File: config.mk
export PLATFORM = sky130hd
export DESIGN_NAME = asu_top
export DESIGN_NICKNAME = d
export VERILOG_FILES = /design/src/hw/asu_pkg.sv /design/src/hw/asu_top.sv
export SDC_FILE = /design/constraint.sdc
export NUM_CORES = 1
export LEC_CHECK = 0
export ABC_CLOCK_PERIOD_IN_PS = 13500
export BUFFER_PORTS_ARGS = -buffer_cell sky130_fd_sc_hd__buf_2
export CAP_MARGIN = 0
export CORE_ASPECT_RATIO = 1.1
export CORE_UTILIZATION = 40
export DETAILED_ROUTE_END_ITERATION = 7
export HOLD_SLACK_MARGIN = 0.05
export PLACE_DENSITY = 0.6
export SKIP_CTS_REPAIR_TIMING = 1
export SYNTH_ARGS = -nofsm -noshare
export SYNTH_HDL_FRONTEND = slang
export SYNTH_SLANG_ARGS = --single-unit
File: constraint.sdc
create_clock -name mclk -period 13.5 [get_ports mclk]
set_input_delay 0 -clock mclk [delete_from_list [all_inputs] [get_ports mclk]]
set_output_delay 0 -clock mclk [all_outputs]
set_load 0.01 [all_outputs]
File: src/hw/asu_pkg.sv
/*
 Constants, state encodings and register map for the asynchronous serial unit.
 Assumes a single 40 MHz clock domain and a plain strobe-based register port.
*/
// Notes on behaviour
// RULE_01 - Separate 8-bit fine dividers, zero bypasses them
// RULE_02 - Sleep blocks receive flags and receive interrupts
// RULE_03 - Wake method: 0 idle line, 1 address mark
// RULE_04 - Idle wake clears sleep, idle flag stays clear
// RULE_05 - Address word clears sleep and is received
// RULE_06 - Software must not write control two while asleep
// RULE_07 - Start, 8/9 data or parity, one stop
// RULE_08 - Address mark tests data MSB, not parity
// RULE_09 - Parity over low 7 or 8 bits
// RULE_10 - Transmit parity replaces the written MSB
// RULE_11 - Parity mismatch sets error flag, optional interrupt
// RULE_12 - Sixteen samples per bit, vote 8-10, realign
// RULE_13 - Wait wakes on interrupt, halt freezes everything
// RULE_14 - One vector, flag and enable, global mask
// RULE_15 - Status resets to c0
// RULE_16 - Empty flag sets on load, cleared by sequence
// RULE_17 - Done flag sets after data frame
// RULE_18 - Status then data read clears receive flags
// RULE_19 - Overrun keeps holding buffer, shifter overwritten
// RULE_20 - Idle flag rearmed only by new word
// RULE_21 - Noise and framing flags ride with ready
// RULE_22 - Framing plus overrun sets only overrun
// RULE_23 - Ninth bit stored and sent in own fields
// RULE_24 - Receive enable gates ready and overrun
// RULE_25 - Clear only flags seen by the status read
package asu_pkg;
    // Register offsets
    localparam logic [2:0] A_STATUS = 3'h0;
    localparam logic [2:0] A_DATA = 3'h1;
    localparam logic [2:0] A_CTRL1 = 3'h2;
    localparam logic [2:0] A_CTRL2 = 3'h3;
    localparam logic [2:0] A_BAUD = 3'h4;
    localparam logic [2:0] A_RXF = 3'h5;
    localparam logic [2:0] A_TXF = 3'h6;
    // Status bits
    localparam int ST_TRANSMIT_EMPTY_FLAG = 7;
    localparam int ST_TC = 6;
    localparam int ST_RECEIVE_READY_FLAG = 5;
    localparam int ST_IDLE = 4;
    localparam int ST_OR = 3;
    localparam int ST_NF = 2;
    localparam int ST_FE = 1;
    localparam int ST_PE = 0;
    localparam logic [7:0] STATUS_RST = 8'hc0;
    localparam logic [7:0] RX_MASK = 8'h3f;
    localparam logic [7:0] TX_MASK = 8'hc0;
    // Control one bits
    localparam int C1_RX9 = 7;
    localparam int C1_TX9 = 6;
    localparam int C1_OFF = 5;
    localparam int C1_M = 4;
    localparam int C1_WAKE = 3;
    localparam int C1_PCE = 2;
    localparam int C1_PS = 1;
    localparam int C1_PIE = 0;
    // Control two bits
    localparam int C2_TIE = 7;
    localparam int C2_TX_DONE_IRQ_ENABLE = 6;
    localparam int C2_RIE = 5;
    localparam int C2_IDLE_IRQ_ENABLE = 4;
    localparam int C2_TE = 3;
    localparam int C2_RE = 2;
    localparam int C2_SLEEP = 1;
    localparam int C2_SBK = 0;
    // Coarse prescaler factors
    localparam logic [3:0] PR_F0 = 4'h1;
    localparam logic [3:0] PR_F1 = 4'h3;
    localparam logic [3:0] PR_F2 = 4'h4;
    localparam logic [3:0] PR_F3 = 4'hd;
    localparam logic [7:0] FINE_OFF = 8'h00;
    localparam logic [7:0] FINE_ONE = 8'h01;
    // Bit timing in oversample ticks
    localparam logic [3:0] OS_LAST = 4'hf;
    localparam logic [3:0] SAMP_A = 4'h7;
    localparam logic [3:0] SAMP_B = 4'h8;
    localparam logic [3:0] SAMP_C = 4'h9;
    // Frame shape
    localparam logic [3:0] NB_SHORT = 4'h8;
    localparam logic [3:0] NB_LONG = 4'h9;
    localparam logic [3:0] FRAME_SHORT = 4'ha;
    localparam logic [3:0] FRAME_LONG = 4'hb;
    // One-hot state codes
    typedef enum logic [3:0] {
        RX_IDLE = 4'h1,
        RX_START = 4'h2,
        RX_DATA = 4'h4,
        RX_STOP = 4'h8
    } asu_rx_e;
    typedef enum logic [2:0] {
        TX_OFF = 3'h1,
        TX_IDLE = 3'h2,
        TX_SEND = 3'h4
    } asu_tx_e;
endpackage

File: src/hw/asu_top.sv
/*
 Asynchronous serial unit: fine baud dividers, 16x receiver, transmitter,
 mute with wake-up, parity and read-then-access status clearing.
 Assumes one clock mclk, a register master that never waits, and an
 asynchronous receive pin that is synchronised here.
*/
// The strobed register port and the register addresses are this design's own decisions.
`timescale 1ns/100ps
module asu_top (
    input wire logic mclk,
    input wire logic resetn,
    input wire logic [2:0] addr,
    input wire logic [7:0] wdata,
    input wire logic wrStb,
    input wire logic rdStb,
    output logic [7:0] rdata,
    input wire logic rxPin,
    output logic txPin,
    input wire logic haltMode,
    input wire logic waitMode,
    input wire logic globalMask,
    output logic irqReq,
    output logic waitWake
);
    // Whole module state
    typedef struct packed {
        logic rxA;              // Sync stage one
        logic rxB;              // Sync stage two
        logic rxPrev;           // Edge history
        logic [7:0] c1;         // Control one
        logic [7:0] c2;         // Control two
        logic [7:0] baud;       // Coarse rate selects
        logic [7:0] rxFine;     // Receive fine factor
        logic [7:0] txFine;     // Transmit fine factor
        logic [7:0] st;         // Status flags
        logic pendV;            // Status read seen
        logic [7:0] pendM;      // Flags seen by it
        logic [7:0] rxBuf;      // Receive holding buffer
        logic [7:0] txBuf;      // Transmit holding buffer
        logic [7:0] rdata;      // Read data
        logic irq;              // Shared request
        logic txLine;           // Pin level
        asu_pkg::asu_rx_e rxSt;
        logic [18:0] rxDiv;
        logic [3:0] rxOs;
        logic [3:0] rxBit;
        logic [8:0] rxSh;
        logic s8;
        logic s9;
        logic rxNoise;
        logic [7:0] idleCnt;
        logic idleArm;
        asu_pkg::asu_tx_e txSt;
        logic [18:0] txDiv;
        logic [3:0] txOs;
        logic [3:0] txLeft;
        logic [10:0] txSh;
        logic txData;           // Frame is data, not preamble
        logic txRedo;           // Enable pulsed during frame
    } asu_state_s;

    asu_state_s q;
    asu_state_s d;
    logic rxTick;
    logic txTick;
    logic wordEv;
    logic idleEv;
    logic frameEnd;
    logic [7:0] stSet;
    logic [7:0] stClr;

    // Oversample divisor: coarse times rate times fine
    function automatic logic [18:0] rateDiv(input logic [1:0] pre, input logic [2:0] sh,
        input logic [7:0] fine);
        logic [3:0] pr;
        logic [19:0] prod;
        logic [7:0] fEff;
        pr = asu_pkg::PR_F0;
        unique case (pre)
            2'h0: pr = asu_pkg::PR_F0;
            2'h1: pr = asu_pkg::PR_F1;
            2'h2: pr = asu_pkg::PR_F2;
            2'h3: pr = asu_pkg::PR_F3;
        endcase
        // Zero means no extra division
        fEff = (fine == asu_pkg::FINE_OFF) ? asu_pkg::FINE_ONE : fine; // [RULE_01]
        prod = {16'h0000, pr} << sh;
        prod = prod * {12'h000, fEff};
        return prod[18:0];
    endfunction

    // Parity bit over low 7 or 8 bits
    function automatic logic parBit(input logic [8:0] w, input logic m, input logic odd);
        return (m ? ^w[7:0] : ^w[6:0]) ^ odd; // [RULE_09]
    endfunction

    // Two of three vote
    function automatic logic vote(input logic a, input logic b, input logic c);
        return (a & b) | (b & c) | (a & c);
    endfunction

    // Next-state logic
    always_comb
    begin
        logic rdDat;
        logic wrDat;
        logic maj;
        logic msb;
        logic fe;
        logic [3:0] nBits;
        logic [7:0] frameTicks;
        logic [8:0] word;
        logic [8:0] txWord;
        d = q;
        rxTick = 1'b0;
        txTick = 1'b0;
        wordEv = 1'b0;
        idleEv = 1'b0;
        frameEnd = 1'b0;
        stSet = 8'h00;
        stClr = 8'h00;
        fe = 1'b0;
        maj = 1'b0;
        msb = 1'b0;
        word = 9'h000;
        txWord = 9'h000;
        rdDat = rdStb && (addr == asu_pkg::A_DATA);
        wrDat = wrStb && (addr == asu_pkg::A_DATA);
        nBits = q.c1[asu_pkg::C1_M] ? asu_pkg::NB_LONG : asu_pkg::NB_SHORT; // [RULE_07]
        frameTicks = {q.c1[asu_pkg::C1_M] ? asu_pkg::FRAME_LONG : asu_pkg::FRAME_SHORT, 4'h0};
        // Pin synchroniser, stage one read only by stage two
        d.rxA = rxPin;
        d.rxB = q.rxA;
        d.rxPrev = q.rxB;

        // Register reads, unmapped reads as zero
        d.rdata = 8'h00;
        if (rdStb)
        begin
            case (addr)
                asu_pkg::A_STATUS: d.rdata = q.st;
                asu_pkg::A_DATA: d.rdata = q.rxBuf;
                asu_pkg::A_CTRL1: d.rdata = q.c1;
                asu_pkg::A_CTRL2: d.rdata = q.c2;
                asu_pkg::A_BAUD: d.rdata = q.baud;
                asu_pkg::A_RXF: d.rdata = q.rxFine;
                asu_pkg::A_TXF: d.rdata = q.txFine;
                default: d.rdata = 8'h00;
            endcase
        end
        // Register writes; ninth receive bit is hardware only
        if (wrStb)
        begin
            case (addr)
                asu_pkg::A_CTRL1: d.c1 = {q.c1[asu_pkg::C1_RX9], wdata[6:0]};
                // A write here while asleep may re-set sleep
                asu_pkg::A_CTRL2: d.c2 = wdata; // [RULE_06]
                asu_pkg::A_BAUD: d.baud = wdata;
                asu_pkg::A_RXF: d.rxFine = wdata;
                asu_pkg::A_TXF: d.txFine = wdata;
                asu_pkg::A_DATA: d.txBuf = wdata;
                default: d.txBuf = q.txBuf;
            endcase
        end
        // Snapshot flags on status read
        if (rdStb && (addr == asu_pkg::A_STATUS))
        begin
            d.pendV = 1'b1; // [RULE_25]
            d.pendM = q.st; // [RULE_25]
        end
        // Data access after status read clears only the snapshot
        if ((rdDat || wrDat) && q.pendV)
        begin
            stClr = q.pendM & (rdDat ? asu_pkg::RX_MASK : asu_pkg::TX_MASK); // [RULE_18] [RULE_16] [RULE_17]
            d.pendV = 1'b0;
        end

        // Receive prescaler
        if (q.c2[asu_pkg::C2_RE] && !q.c1[asu_pkg::C1_OFF])
        begin
            if (q.rxDiv + 19'h00001 >= rateDiv(q.baud[7:6], q.baud[2:0], q.rxFine)) // [RULE_01]
            begin
                rxTick = 1'b1;
                d.rxDiv = 19'h00000;
            end
            else
            begin
                d.rxDiv = q.rxDiv + 19'h00001;
            end
        end
        // Transmit prescaler
        if (q.c2[asu_pkg::C2_TE] && !q.c1[asu_pkg::C1_OFF])
        begin
            if (q.txDiv + 19'h00001 >= rateDiv(q.baud[7:6], q.baud[5:3], q.txFine)) // [RULE_01]
            begin
                txTick = 1'b1;
                d.txDiv = 19'h00000;
            end
            else
            begin
                d.txDiv = q.txDiv + 19'h00001;
            end
        end

        // Receiver sequencing
        maj = vote(q.s8, q.s9, q.rxB); // [RULE_12]
        if (rxTick && (q.rxSt != asu_pkg::RX_IDLE))
        begin
            d.rxOs = q.rxOs + 4'h1;
            if (q.rxOs == asu_pkg::SAMP_A)
                d.s8 = q.rxB;
            if (q.rxOs == asu_pkg::SAMP_B)
                d.s9 = q.rxB;
            // Disagreeing samples mark noise
            if ((q.rxOs == asu_pkg::SAMP_C) && ((q.s8 != q.s9) || (q.s9 != q.rxB)))
                d.rxNoise = 1'b1;
        end
        unique case (q.rxSt)
            asu_pkg::RX_IDLE:
            begin
                if (q.c2[asu_pkg::C2_RE] && q.rxPrev && !q.rxB)
                begin
                    // Start edge realigns the sample phase
                    d.rxSt = asu_pkg::RX_START; // [RULE_12]
                    d.rxDiv = 19'h00000;
                    d.rxOs = 4'h0;
                    d.rxNoise = 1'b0;
                    d.idleCnt = 8'h00;
                end
                else if (rxTick && q.rxB)
                begin
                    // Count one whole frame of ones, then saturate
                    if (q.idleCnt != frameTicks)
                        d.idleCnt = q.idleCnt + 8'h01;
                    if (q.idleCnt == frameTicks - 8'h01)
                        idleEv = 1'b1;
                end
                else if (rxTick)
                begin
                    d.idleCnt = 8'h00;
                end
            end
            asu_pkg::RX_START:
            begin
                // A high vote is a glitch, not a start
                if (rxTick && (q.rxOs == asu_pkg::SAMP_C) && maj)
                    d.rxSt = asu_pkg::RX_IDLE;
                else if (rxTick && (q.rxOs == asu_pkg::OS_LAST))
                begin
                    d.rxSt = asu_pkg::RX_DATA;
                    d.rxBit = 4'h0;
                end
            end
            asu_pkg::RX_DATA:
            begin
                if (rxTick && (q.rxOs == asu_pkg::SAMP_C))
                    d.rxSh[q.rxBit] = maj; // [RULE_07]
                if (rxTick && (q.rxOs == asu_pkg::OS_LAST))
                begin
                    if (q.rxBit == nBits - 4'h1)
                        d.rxSt = asu_pkg::RX_STOP;
                    else
                        d.rxBit = q.rxBit + 4'h1;
                end
            end
            asu_pkg::RX_STOP:
            begin
                // Word ends at the stop bit centre
                if (rxTick && (q.rxOs == asu_pkg::SAMP_C))
                begin
                    wordEv = 1'b1;
                    fe = !maj; // [RULE_21]
                    d.rxSt = asu_pkg::RX_IDLE;
                end
            end
            default: d.rxSt = asu_pkg::RX_IDLE;
        endcase
        if (!q.c2[asu_pkg::C2_RE])
            d.rxSt = asu_pkg::RX_IDLE;

        // Completed word
        word = q.c1[asu_pkg::C1_M] ? q.rxSh : {1'b0, q.rxSh[7:0]};
        msb = q.c1[asu_pkg::C1_M] ? q.rxSh[8] : q.rxSh[7]; // [RULE_08]
        if (wordEv)
        begin
            if (q.c2[asu_pkg::C2_SLEEP] && q.c1[asu_pkg::C1_WAKE] && msb)
                d.c2[asu_pkg::C2_SLEEP] = 1'b0; // [RULE_03] [RULE_05]
            // Sleeping receiver drops words unless it is woken
            if (!q.c2[asu_pkg::C2_SLEEP] || (q.c1[asu_pkg::C1_WAKE] && msb)) // [RULE_02]
            begin
                if (q.st[asu_pkg::ST_RECEIVE_READY_FLAG])
                begin
                    // Holding buffer kept, framing not reported
                    stSet[asu_pkg::ST_OR] = 1'b1; // [RULE_19] [RULE_22]
                end
                else
                begin
                    d.rxBuf = q.rxSh[7:0];
                    if (q.c1[asu_pkg::C1_M])
                        d.c1[asu_pkg::C1_RX9] = q.rxSh[8]; // [RULE_23]
                    stSet[asu_pkg::ST_RECEIVE_READY_FLAG] = 1'b1; // [RULE_05]
                    stSet[asu_pkg::ST_NF] = q.rxNoise; // [RULE_21]
                    stSet[asu_pkg::ST_FE] = fe; // [RULE_21]
                    stSet[asu_pkg::ST_PE] = q.c1[asu_pkg::C1_PCE] &&
                        (parBit(word, q.c1[asu_pkg::C1_M], q.c1[asu_pkg::C1_PS]) != msb); // [RULE_11]
                    d.idleArm = 1'b1; // [RULE_20]
                end
            end
        end
        // Idle frame: wakes an idle-wake sleeper; when awake, reports once per received word
        if (idleEv)
        begin
            if (q.c2[asu_pkg::C2_SLEEP])
            begin
                if (!q.c1[asu_pkg::C1_WAKE])
                    d.c2[asu_pkg::C2_SLEEP] = 1'b0; // [RULE_03] [RULE_04]
            end
            else if (q.idleArm)
            begin
                stSet[asu_pkg::ST_IDLE] = 1'b1; // [RULE_20]
                d.idleArm = 1'b0;
            end
        end

        // Transmit word; parity takes the MSB slot
        txWord = {q.c1[asu_pkg::C1_TX9], q.txBuf}; // [RULE_23]
        if (q.c1[asu_pkg::C1_PCE])
        begin
            if (q.c1[asu_pkg::C1_M])
                txWord[8] = parBit(txWord, 1'b1, q.c1[asu_pkg::C1_PS]); // [RULE_10]
            else
                txWord[7] = parBit(txWord, 1'b0, q.c1[asu_pkg::C1_PS]); // [RULE_10]
        end
        if (!q.c1[asu_pkg::C1_M])
            txWord[8] = 1'b1;
        // Transmitter sequencing
        unique case (q.txSt)
            asu_pkg::TX_OFF:
            begin
                // Enabling sends a preamble frame first
                if (q.c2[asu_pkg::C2_TE])
                begin
                    d.txSh = '1;
                    d.txLeft = asu_pkg::FRAME_LONG;
                    d.txData = 1'b0;
                    d.txRedo = 1'b0;
                    d.txDiv = 19'h00000;
                    d.txOs = 4'h0;
                    d.txSt = asu_pkg::TX_SEND;
                end
            end
            asu_pkg::TX_IDLE:
            begin
                if (!q.c2[asu_pkg::C2_TE])
                    d.txSt = asu_pkg::TX_OFF;
                else if (!q.st[asu_pkg::ST_TRANSMIT_EMPTY_FLAG])
                begin
                    // Only a cleared empty flag hands data over
                    d.txSh = {1'b1, txWord, 1'b0}; // [RULE_07]
                    d.txLeft = nBits + 4'h2;
                    d.txData = 1'b1;
                    d.txDiv = 19'h00000;
                    d.txOs = 4'h0;
                    stSet[asu_pkg::ST_TRANSMIT_EMPTY_FLAG] = 1'b1; // [RULE_16]
                    d.txSt = asu_pkg::TX_SEND;
                end
            end
            asu_pkg::TX_SEND:
            begin
                if (!q.c2[asu_pkg::C2_TE])
                    d.txRedo = 1'b1;
                if (txTick)
                    d.txOs = q.txOs + 4'h1;
                if (txTick && (q.txOs == asu_pkg::OS_LAST))
                begin
                    d.txSh = {1'b1, q.txSh[10:1]};
                    d.txLeft = q.txLeft - 4'h1;
                    frameEnd = (q.txLeft == 4'h1);
                end
                if (frameEnd)
                begin
                    // Preamble frames do not count as done
                    stSet[asu_pkg::ST_TC] = q.txData; // [RULE_17]
                    d.txSt = q.txRedo ? asu_pkg::TX_OFF : asu_pkg::TX_IDLE;
                end
            end
            default: d.txSt = asu_pkg::TX_OFF;
        endcase
        d.txLine = (d.txSt == asu_pkg::TX_SEND) ? d.txSh[0] : 1'b1;

        // Set wins over a same-cycle clear
        d.st = (q.st & ~stClr) | stSet;
        // Shared request; receive sources muted while asleep
        d.irq = !globalMask && ( // [RULE_14]
            (q.st[asu_pkg::ST_TRANSMIT_EMPTY_FLAG] && q.c2[asu_pkg::C2_TIE]) ||
            (q.st[asu_pkg::ST_TC] && q.c2[asu_pkg::C2_TX_DONE_IRQ_ENABLE]) ||
            (!q.c2[asu_pkg::C2_SLEEP] && ( // [RULE_02]
            ((q.st[asu_pkg::ST_RECEIVE_READY_FLAG] || q.st[asu_pkg::ST_OR]) && q.c2[asu_pkg::C2_RIE]) || // [RULE_24]
            (q.st[asu_pkg::ST_IDLE] && q.c2[asu_pkg::C2_IDLE_IRQ_ENABLE]) ||
            (q.st[asu_pkg::ST_PE] && q.c1[asu_pkg::C1_PIE]))));
        // Halt freezes the whole unit
        if (haltMode)
            d = q; // [RULE_13]
    end

    // State register with synchronous reset
    always_ff @(posedge mclk)
    begin
        if (!resetn)
        begin
            q <= '0;
            q.st <= asu_pkg::STATUS_RST; // [RULE_15]
            q.txLine <= 1'b1;
            q.rxSt <= asu_pkg::RX_IDLE;
            q.txSt <= asu_pkg::TX_OFF;
        end
        else
        begin
            q <= d;
        end
    end

    assign rdata = q.rdata;
    assign txPin = q.txLine;
    assign irqReq = q.irq;
    // Any enabled request leaves wait mode
    assign waitWake = waitMode && q.irq; // [RULE_13]
endmodule

==> results of run 1 <==
-- tightest hold or removal path, stage by stage --
cell and delay (ps):
buf_2 90, buf_4 350, nand3_1 150
-- kinds of logic after synthesis --
| logic type | count (synthesis) | synth area share [%] |
|---|---|---|
| xor gates and xnor gates | 85 | 4.58 |
| and+or+nand+nor | 712 | 22.0 |
| AOI/OAI and AO/OA | 339 | 14.5 |
| DFF | 181 | 22.3 |
| adders and majority gates | 240 | 23.4 |
| muxes | 98 | 6.41 |
| buffers and inverters | 275 | 6.70 |
-- layout by cell type (no fill, tap or decap), types with 53 or more instances in the layout --
| cell | Yosys | final |
|---|---|---|
| dfxtp_1 | 181 | 181 |
| nor2_1 | 176 | 176 |
| inv_1 | 170 | 170 |
| nand2_1 | 160 | 160 |
| ha_1 | 132 | 132 |
| fa_1 | 108 | 108 |
| and2_1 | 97 | 97 |
| mux2i_1 | 88 | 88 |
| a21oi_1 | 81 | 81 |
| nand3_1 | 60 | 60 |
| o21ai_0 | 53 | 53 |
-- final cells by class --
cell class	count	area, µm²	share of cell area (%)
multi-input combinational	1474	11500	66.1
clock inverter	15	239	1.37
clock buffer	17	425	2.44
inverter	172	648	3.71
tap	513	642	3.67
timing repair buffer	51	340	1.95
sequential	181	3620	20.7
-- worst min path at each step --
stage                                endpoint  cells after the start  slack, ps
after floorplan           q[105]$_SDFFE_PN0P_                      2        140
final                      q[40]$_SDFFE_PN1N_                      3        190
after global placement    q[180]$_SDFFE_PN0N_                      3        240
after detailed placement  q[180]$_SDFFE_PN0N_                      3        240
after global routing      q[136]$_SDFFE_PN1N_                      3        220
after CTS                 q[180]$_SDFFE_PN0N_                      3       -240
-- registers in the layout (all words and copies together) (netlist names) --
signal	cells
irqReq	1
q	171
rdata	8
txPin	1
-- routing by layer --
| layer | part of all wire [%] | global-route usage (%) | vias up |
|---|---|---|---|
| li1 | - | - | 6550 |
| met1 | 44 | 25.8 | 6573 |
| met2 | 49 | 37.2 | 249 |
| met3 | 3.6 | 3.15 | 73 |
| met4 | 2.9 | 7.88 | 4 |
| met5 | 0.059 | 0 | - |
-- report_power, final --
group | total, mW | switching (mW) | internal, mW
combinational | 0.0782 | 0.0512 | 0.0270
sequential | 0.545 | 0.00738 | 0.537
clock | 0.559 | 0.280 | 0.280
total | 1.18 | 0.338 | 0.844
==> flow_summary.ini, run 1 <==
[drt]
wl_per_cell_um = 17.4
vias_per_cell = 5.55
detail-route-antenna-nets = 0
route.detailed.drc = 0
drt-initial-drc-count = 803
drt-total-wl_mm = 42.3
num_vias = 13400
firstDrtPassIters = 5

[timing]
max_freq_ghz = 0.114
fin_crit_ps = 8790
rsz0062_at_grt = no
fin_crit_sh_pct = 65.1
hold_viol = 0
maxSlewHeadroom_pct = 20.0
holdWs_ps = 190
setup_viol = 0
worst_pin_slew_ps = 1190
finalSetupTns_ps = 0
worst_slack_ps = 4710
skew_ps = 20.1
slew_viol_final = 0

[synthesis]
synthTopCellsByCount = dfxtp_1 (181), nor2_1 (176), inv_1 (170)
ys_types = 85
seq_area_frac_synth_pct = 22.3
ys_async_sr_fraction_pct = 0
synth_edf_count = 0
synth_fp_nets = 2189
synth_cells = 1930
yosysWarnings = 0
synth.most_common_cell = dfxtp_1
yosysTopAreaCell = dfxtp_1
ys.flop_type = dfxtp_1
synth-seq-cells = 181
yosys-top-cells-area = dfxtp_1 (22%), fa_1 (13%), ha_1 (10%), mux2i_1 (5.4%), nor2_1 (4.1%)
syn-cell-area_mm2 = 0.0163
avgSynthCellArea_um2 = 8.43
yosysTopAreaCellShare_pct = 22.3

[global_routing]
grt_max_degree = 73
grt_usage_pct = 21.0
grt.overflow.total = 0
grt_pass1_vias = 13400
grt_first_pass_wirelength_mm = 69.6
antenna_found_initial = 2

[min_path]
min-delay-start = resetn
min_path_type = in -> reg

[clocking]
htreeDepth = 4
clk_pin_slew_ps = 90
cts_tree = done
clk_latency_ps = 470
cts-root-buf = clkbuf_16
cts_num_sinks = 181
clockBufferDepth = 2
cts_buffers = 17

[layout]
n_fill_cell = 3957
n_antenna_cell = 0
instances_no_fill = 2423
nets = 2156
drive_gt1_share_pct = 5.81
area_growth_pct = 7.41
fin_util_pct = 43.5
final_area_mm2 = 0.0175

[critical_path]
endpoint_kind = flip-flop
critPathMaxFanout = 21
cp.arrival_ps = 9160
crit_end = q[177]$_SDFFE_PN0P_
r2r_cells = 26
crit_start = q[161]$_SDFFE_PN0P_
cp.required_ps = 13860
cpPeakStageDelay_ps = 960
cp_slowest_cell = o31ai_1
reg2reg_to = q[177]$_SDFFE_PN0P_
worst_setup_path_start_kind = flip-flop
crit_cells = 26
reg2reg_slack_ps = 4710
rr_startpoint = q[161]$_SDFFE_PN0P_
path_common_cell = fa_1
criticalPathCategory = reg -> reg
crit_family = simple AND/OR/NAND/NOR gates
critPathBufInv = 2

[floorplan]
rows = 77
die_h_um = 213
ios = 30
fp.dieW_um = 194
coreArea_mm2 = 0.0402
die-area_mm2 = 0.0415
start_util_pct = 40.5

[placement]
hpwl_mm = 31.9
post_dp_cell_area_mm2 = 0.0167
place_inst = 2379
place_congestion = 0.872
place_ws_ps = 4750
portBuffers = 29

[power_and_ir_drop]
ir_worst_vdd_mv = 0.0900
total_power_mw = 1.18
p_leak_nw = 7.78
powerDensity_mw_per_mm2 = 67.7

[status]
outcome = complete, no violations

[flow_run]
max-cap-violations = 0
(Power assumes the default switching activity.)
==> run 2: changes to the inputs <==
Settings changed: ABC_CLOCK_PERIOD_IN_PS 13500 to 7800, PLACE_DENSITY 0.6 to 0.62.
Clock period 13.5 ns to 7.8 ns, I/O delays scaled along.
==> run 2 against run 1 <==
  * Via count up 2.5%
  * Combinational power grew 85%
  * Non-clock buffer count up 57
  * Power grew 73%
  * Cell area rose by 2.9%
  * Cell count is 2.4% higher
  * Highest routed layer is now met4
==> flow_summary.ini, run 2 (synthesized netlist as in run 1, its figures left out) <==
[status]
outcome = complete, no violations

[critical_path]
reg2reg_slack_ps = 280
cp.required_ps = 8140
r2r_cells = 30
cpPeakStageDelay_ps = 530
worst_setup_path_start_kind = flip-flop
rr_startpoint = q[154]$_SDFFE_PN0P_
endpoint_kind = flip-flop
cp.arrival_ps = 7860
criticalPathCategory = reg -> reg
critPathMaxFanout = 7
reg2reg_to = q[91]$_SDFFE_PN1P_
cp_slowest_cell = fa_1

[layout]
max_flop_register = q
multi_input_area_mm2 = 0.0116
final_common_cell = dfxtp_1
n_fill_cell = 3871
final_cell_mix = dfxtp_1 (178), nor2_1 (176), inv_1 (170), nand2_1 (160), ha_1 (132)
largest_reg_flops = 171
fin_util_pct = 44.7
final_area_mm2 = 0.0180
drive_gt1_share_pct = 9.20
nets = 2213
seqCellArea_mm2 = 0.00363
area_growth_pct = 10.5

[placement]
portBuffers = 29
hpwl_mm = 31.7
post_dp_cell_area_mm2 = 0.0171
place_congestion = 0.897

[floorplan]
fp.dieW_um = 194
die_h_um = 213
rows = 77
die-area_mm2 = 0.0415
ios = 30
start_util_pct = 40.5
coreArea_mm2 = 0.0402

[power_and_ir_drop]
p_comb_share_pct = 7.1
power_frac_seq_pct = 46.1
p_int_mw = 1.54
p_clk_share_pct = 46.9
netSwitchingFraction_pct = 24.7
powerDensity_mw_per_mm2 = 114
p_leak_nw = 8.11
ir_worst_vdd_mv = 0.167
p_switching_mw = 0.504

[min_path]
holdPathStages = 3
min_path_type = in -> reg
min-delay-start = resetn
min_to = q[40]$_SDFFE_PN1N_

[global_routing]
grt.overflow.total = 0
antenna_found_initial = 1
grt_max_degree = 72
grt_usage_pct = 20.5
grt_pass1_vias = 13400
grt_first_pass_wirelength_mm = 68.6

[timing]
rsz0062_at_grt = yes
setup_viol = 0
hold_viol = 0
max_freq_ghz = 0.133
fin_crit_ps = 7520
maxSlewHeadroom_pct = 27.1
skew_ps = 13.6
finalSetupTns_ps = 0
slew_viol_final = 0
fin_crit_sh_pct = 96.4
worst_pin_slew_ps = 1080

[clocking]
cts-root-buf = clkbuf_16
cts_tree = done
clk_pin_slew_ps = 70
htreeDepth = 4
cts_buffers = 17
clk_latency_ps = 450
clockBufferDepth = 2
cts_num_sinks = 181

[drt]
wl_per_cell_um = 16.7
drt-initial-drc-count = 1055
num_vias = 13800
route.detailed.drc = 0
firstDrtPassIters = 5
detail-route-antenna-nets = 0
drt-total-wl_mm = 41.5
vias_per_cell = 5.55

[flow_run]
max-cap-violations = 0
==> run 2: per-layer routing <==
metal  GRT usage (%)  share of wire, %  wire length (µm)
met1            25.9                45             18500
met2            35.8                48             20000
met3            2.56               4.3              1790
met4            7.72               2.9              1190
met5               0                 0                 0
==> run 2: power by group through the flow <==
stage | clock network (mW) | logic (mW) | registers (mW)
5_1_grt | 1.01 | 0.159 | 0.942
2_1_floorplan | 0 | 0.0938 | 0.956
6_report | 0.957 | 0.145 | 0.941
3_5_place_dp | 0 | 0.133 | 0.962
3_3_place_gp | 0 | 0.132 | 0.962
4_1_cts | 0.976 | 0.134 | 0.940
==> run 2: worst max path at each step <==
stage                         end  slack (ps)                 from
2_1_floorplan  q[11]$_SDFFE_PN0P_         240  q[157]$_SDFFE_PN0P_
3_3_place_gp   q[91]$_SDFFE_PN1P_         170  q[160]$_SDFFE_PN0P_
3_5_place_dp   q[91]$_SDFFE_PN1P_          40  q[160]$_SDFFE_PN0P_
4_1_cts        q[91]$_SDFFE_PN1P_           7  q[160]$_SDFFE_PN0P_
5_1_grt        q[93]$_SDFFE_PN0P_         -50  q[154]$_SDFFE_PN0P_
6_report       q[91]$_SDFFE_PN1P_         280  q[154]$_SDFFE_PN0P_
==> run 2: cell type report <==
type | count | area share [%]
Multi-Input combinational cell | 1474 | 64.6
Sequential cell | 181 | 20.2
Timing Repair Buffer | 108 | 4.37
Inverter | 172 | 3.61
Tap cell | 513 | 3.57
Clock buffer | 18 | 2.44
Clock inverter | 14 | 1.16
Antenna cell | 2 | 0.0279
==> run 2: critical path, delay by kind of cell (launching register included) <==
kind            cells  cell delay [ps]
xor+xnor            1              100
fa+ha+maj           6             2520
compound gates     11             2240
simple gates        4             1080
mux                 1              330
buf+inv             7              770
flops               1              400
==> run 2: metrics by stage <==
stage	total power, mW	hold WS, ps	std cells	worst slack (ps)
2_1_floorplan	1.05	144	1930	238
3_3_place_gp	1.09	242	2429	172
3_5_place_dp	1.10	249	2429	43.3
4_1_cts	2.05	-225	2461	6.97
5_1_grt	2.11	242	2481	-52.3
6_report	2.04	196	2482	279
==> run 3: changes to the inputs <==
--- a/config.mk
+++ b/config.mk
@@ -10,8 +10,8 @@
 export CAP_MARGIN = 0
 export CORE_ASPECT_RATIO = 1.1
-export CORE_UTILIZATION = 40
+export CORE_UTILIZATION = 59
 export DETAILED_ROUTE_END_ITERATION = 7
 export HOLD_SLACK_MARGIN = 0.05
-export PLACE_DENSITY = 0.62
+export PLACE_DENSITY = 0.84
 export SKIP_CTS_REPAIR_TIMING = 1
 export SYNTH_ARGS = -nofsm -noshare
==> constraint.sdc (replaced) <==
create_clock -name mclk -period 7.8 [get_ports mclk]
set_input_delay 1.56 -clock mclk [delete_from_list [all_inputs] [get_ports mclk]]
set_output_delay 1.56 -clock mclk [all_outputs]
set_load 0.01 [all_outputs]
==> run 3 against run 2 <==
  * First-iteration DRC count grew 21%
  * Global-route usage increased by 9.0 points
  * Utilization rose by 21 points
  * Die area fell by 32%
  * Highest routed layer unchanged
  * Critical path depth up 1
  * Sequential power hardly changed
  * Via count increased by 3.3%
  * Power fell by 3.9%
==> flow_summary.ini, run 3 (synthesized netlist as in run 1, its figures left out) <==
[clocking]
clk_latency_ps = 450
htreeDepth = 4
cts-root-buf = clkbuf_16
cts_num_sinks = 181
cts_buffers = 17
clockBufferDepth = 2
clk_pin_slew_ps = 80
cts_tree = done

[global_routing]
grt.overflow.total = 0
grt_pass1_vias = 14100
grt_first_pass_wirelength_mm = 67.9
antenna_found_initial = 3
grt_usage_pct = 29.5
grt_max_degree = 73

[layout]
fin_util_pct = 65.2
drive_gt1_share_pct = 10.0
area_growth_pct = 8.43
largest_reg_flops = 171
max_flop_register = q
n_fill_cell = 2070
final_cell_mix = dfxtp_1 (176), nor2_1 (175), inv_1 (167), nand2_1 (158), ha_1 (126)
nets = 2189
final_common_cell = dfxtp_1

[critical_path]
critPathMaxFanout = 10
cpPeakStageDelay_ps = 520
cp.arrival_ps = 8070
cp.required_ps = 8150
criticalPathCategory = reg -> reg
critPathBufInv = 5
rr_startpoint = q[161]$_SDFFE_PN0P_
crit_start = q[161]$_SDFFE_PN0P_
crit_family = adder cells
endpoint_kind = flip-flop
cp_slowest_cell = or4_1
worst_setup_path_start_kind = flip-flop

[timing]
fin_crit_ps = 7730
worst_pin_slew_ps = 1310
setup_viol = 0
fin_crit_sh_pct = 99.0
holdWs_ps = 442
max_freq_ghz = 0.129
slew_viol_final = 0
hold_viol = 0
skew_ps = 10.7
maxSlewHeadroom_pct = 11.4

[drt]
vias_per_cell = 6.18
num_vias = 14200
firstDrtPassIters = 5
detail-route-antenna-nets = 0
drt-total-wl_mm = 41.5
drt-initial-drc-count = 1272
route.detailed.drc = 0
wl_per_cell_um = 18.0

[floorplan]
fp.dieW_um = 160
die-area_mm2 = 0.0282
ios = 30
die_h_um = 176
coreArea_mm2 = 0.0270
start_util_pct = 60.2
rows = 63

[placement]
place_congestion = 0.905
portBuffers = 29
hpwl_mm = 30.0

[power_and_ir_drop]
p_leak_nw = 7.94
powerDensity_mw_per_mm2 = 111
ir_worst_vdd_mv = 0.114

[status]
outcome = complete, no violations

[min_path]
min-delay-start = q[129]$_SDFFE_PN0P_
min_path_type = reg -> reg

[flow_run]
max-cap-violations = 0
## run 3: path summary, 6_finish.rpt
| kind | end | slack [ps] | depth (start not counted) |
|---|---|---|---|
| worst max-delay path | q[91]$_SDFFE_PN1P_ | 70 | 31 |
| worst min-delay path | q[129]$_SDFFE_PN0P_ | 440 | 2 |
| worst max register to register | q[91]$_SDFFE_PN1P_ | 70 | 31 |
| worst min register to register | q[129]$_SDFFE_PN0P_ | 440 | 2 |
## run 3: where the power goes
group	internal [mW]	switching (mW)	total, mW
clock	0.470	0.414	0.884
combinational	0.0488	0.0901	0.139
sequential	0.929	0.0118	0.941
total	1.45	0.516	1.96
## run 3: layout make-up
| type | instances | area (µm²) | area share, % |
|---|---|---|---|
| Sequential cell | 181 | 3630 | 20.6 |
| Clock inverter | 13 | 143 | 0.809 |
| Timing Repair Buffer | 84 | 562 | 3.19 |
| Inverter | 172 | 648 | 3.68 |
| Antenna cell | 3 | 7.51 | 0.0426 |
| Tap cell | 357 | 447 | 2.53 |
| Multi-Input combinational cell | 1474 | 11700 | 66.6 |
| Clock buffer | 19 | 453 | 2.57 |
## run 3: worst reg2reg max path: cells and delay by family (launching register included)
kind | cells | cell delay (ps)
buf+inv | 5 | 380
fa+ha+maj | 6 | 2430
xor+xnor | 1 | 80
compound gates | 10 | 1880
simple gates | 8 | 2140
mux | 1 | 330
flops | 1 | 390
## run 3: routing by layer
| layer | share of wire, % | GRT usage [%] |
|---|---|---|
| met1 | 41 | 37.4 |
| met2 | 47 | 49.1 |
| met3 | 7.8 | 5.26 |
| met4 | 3.9 | 13.3 |
| met5 | 0 | 0 |
## run 3: stage by stage
stage / instance area, µm² / setup slack [ps] / cells / setup TNS, ps / power, mW
final: 17600 / 74.5 / 2303 / 0 / 1.96
after global routing: 17600 / -173 / 2303 / -2800 / 2.02
after CTS: 17400 / -26.9 / 2293 / -101 / 1.96
after detailed placement: 16800 / 22.3 / 2261 / 0 / 1.09
after global placement: 16800 / 211 / 2261 / 0 / 1.09
after floorplan: 16300 / 238 / 1930 / 0 / 1.05
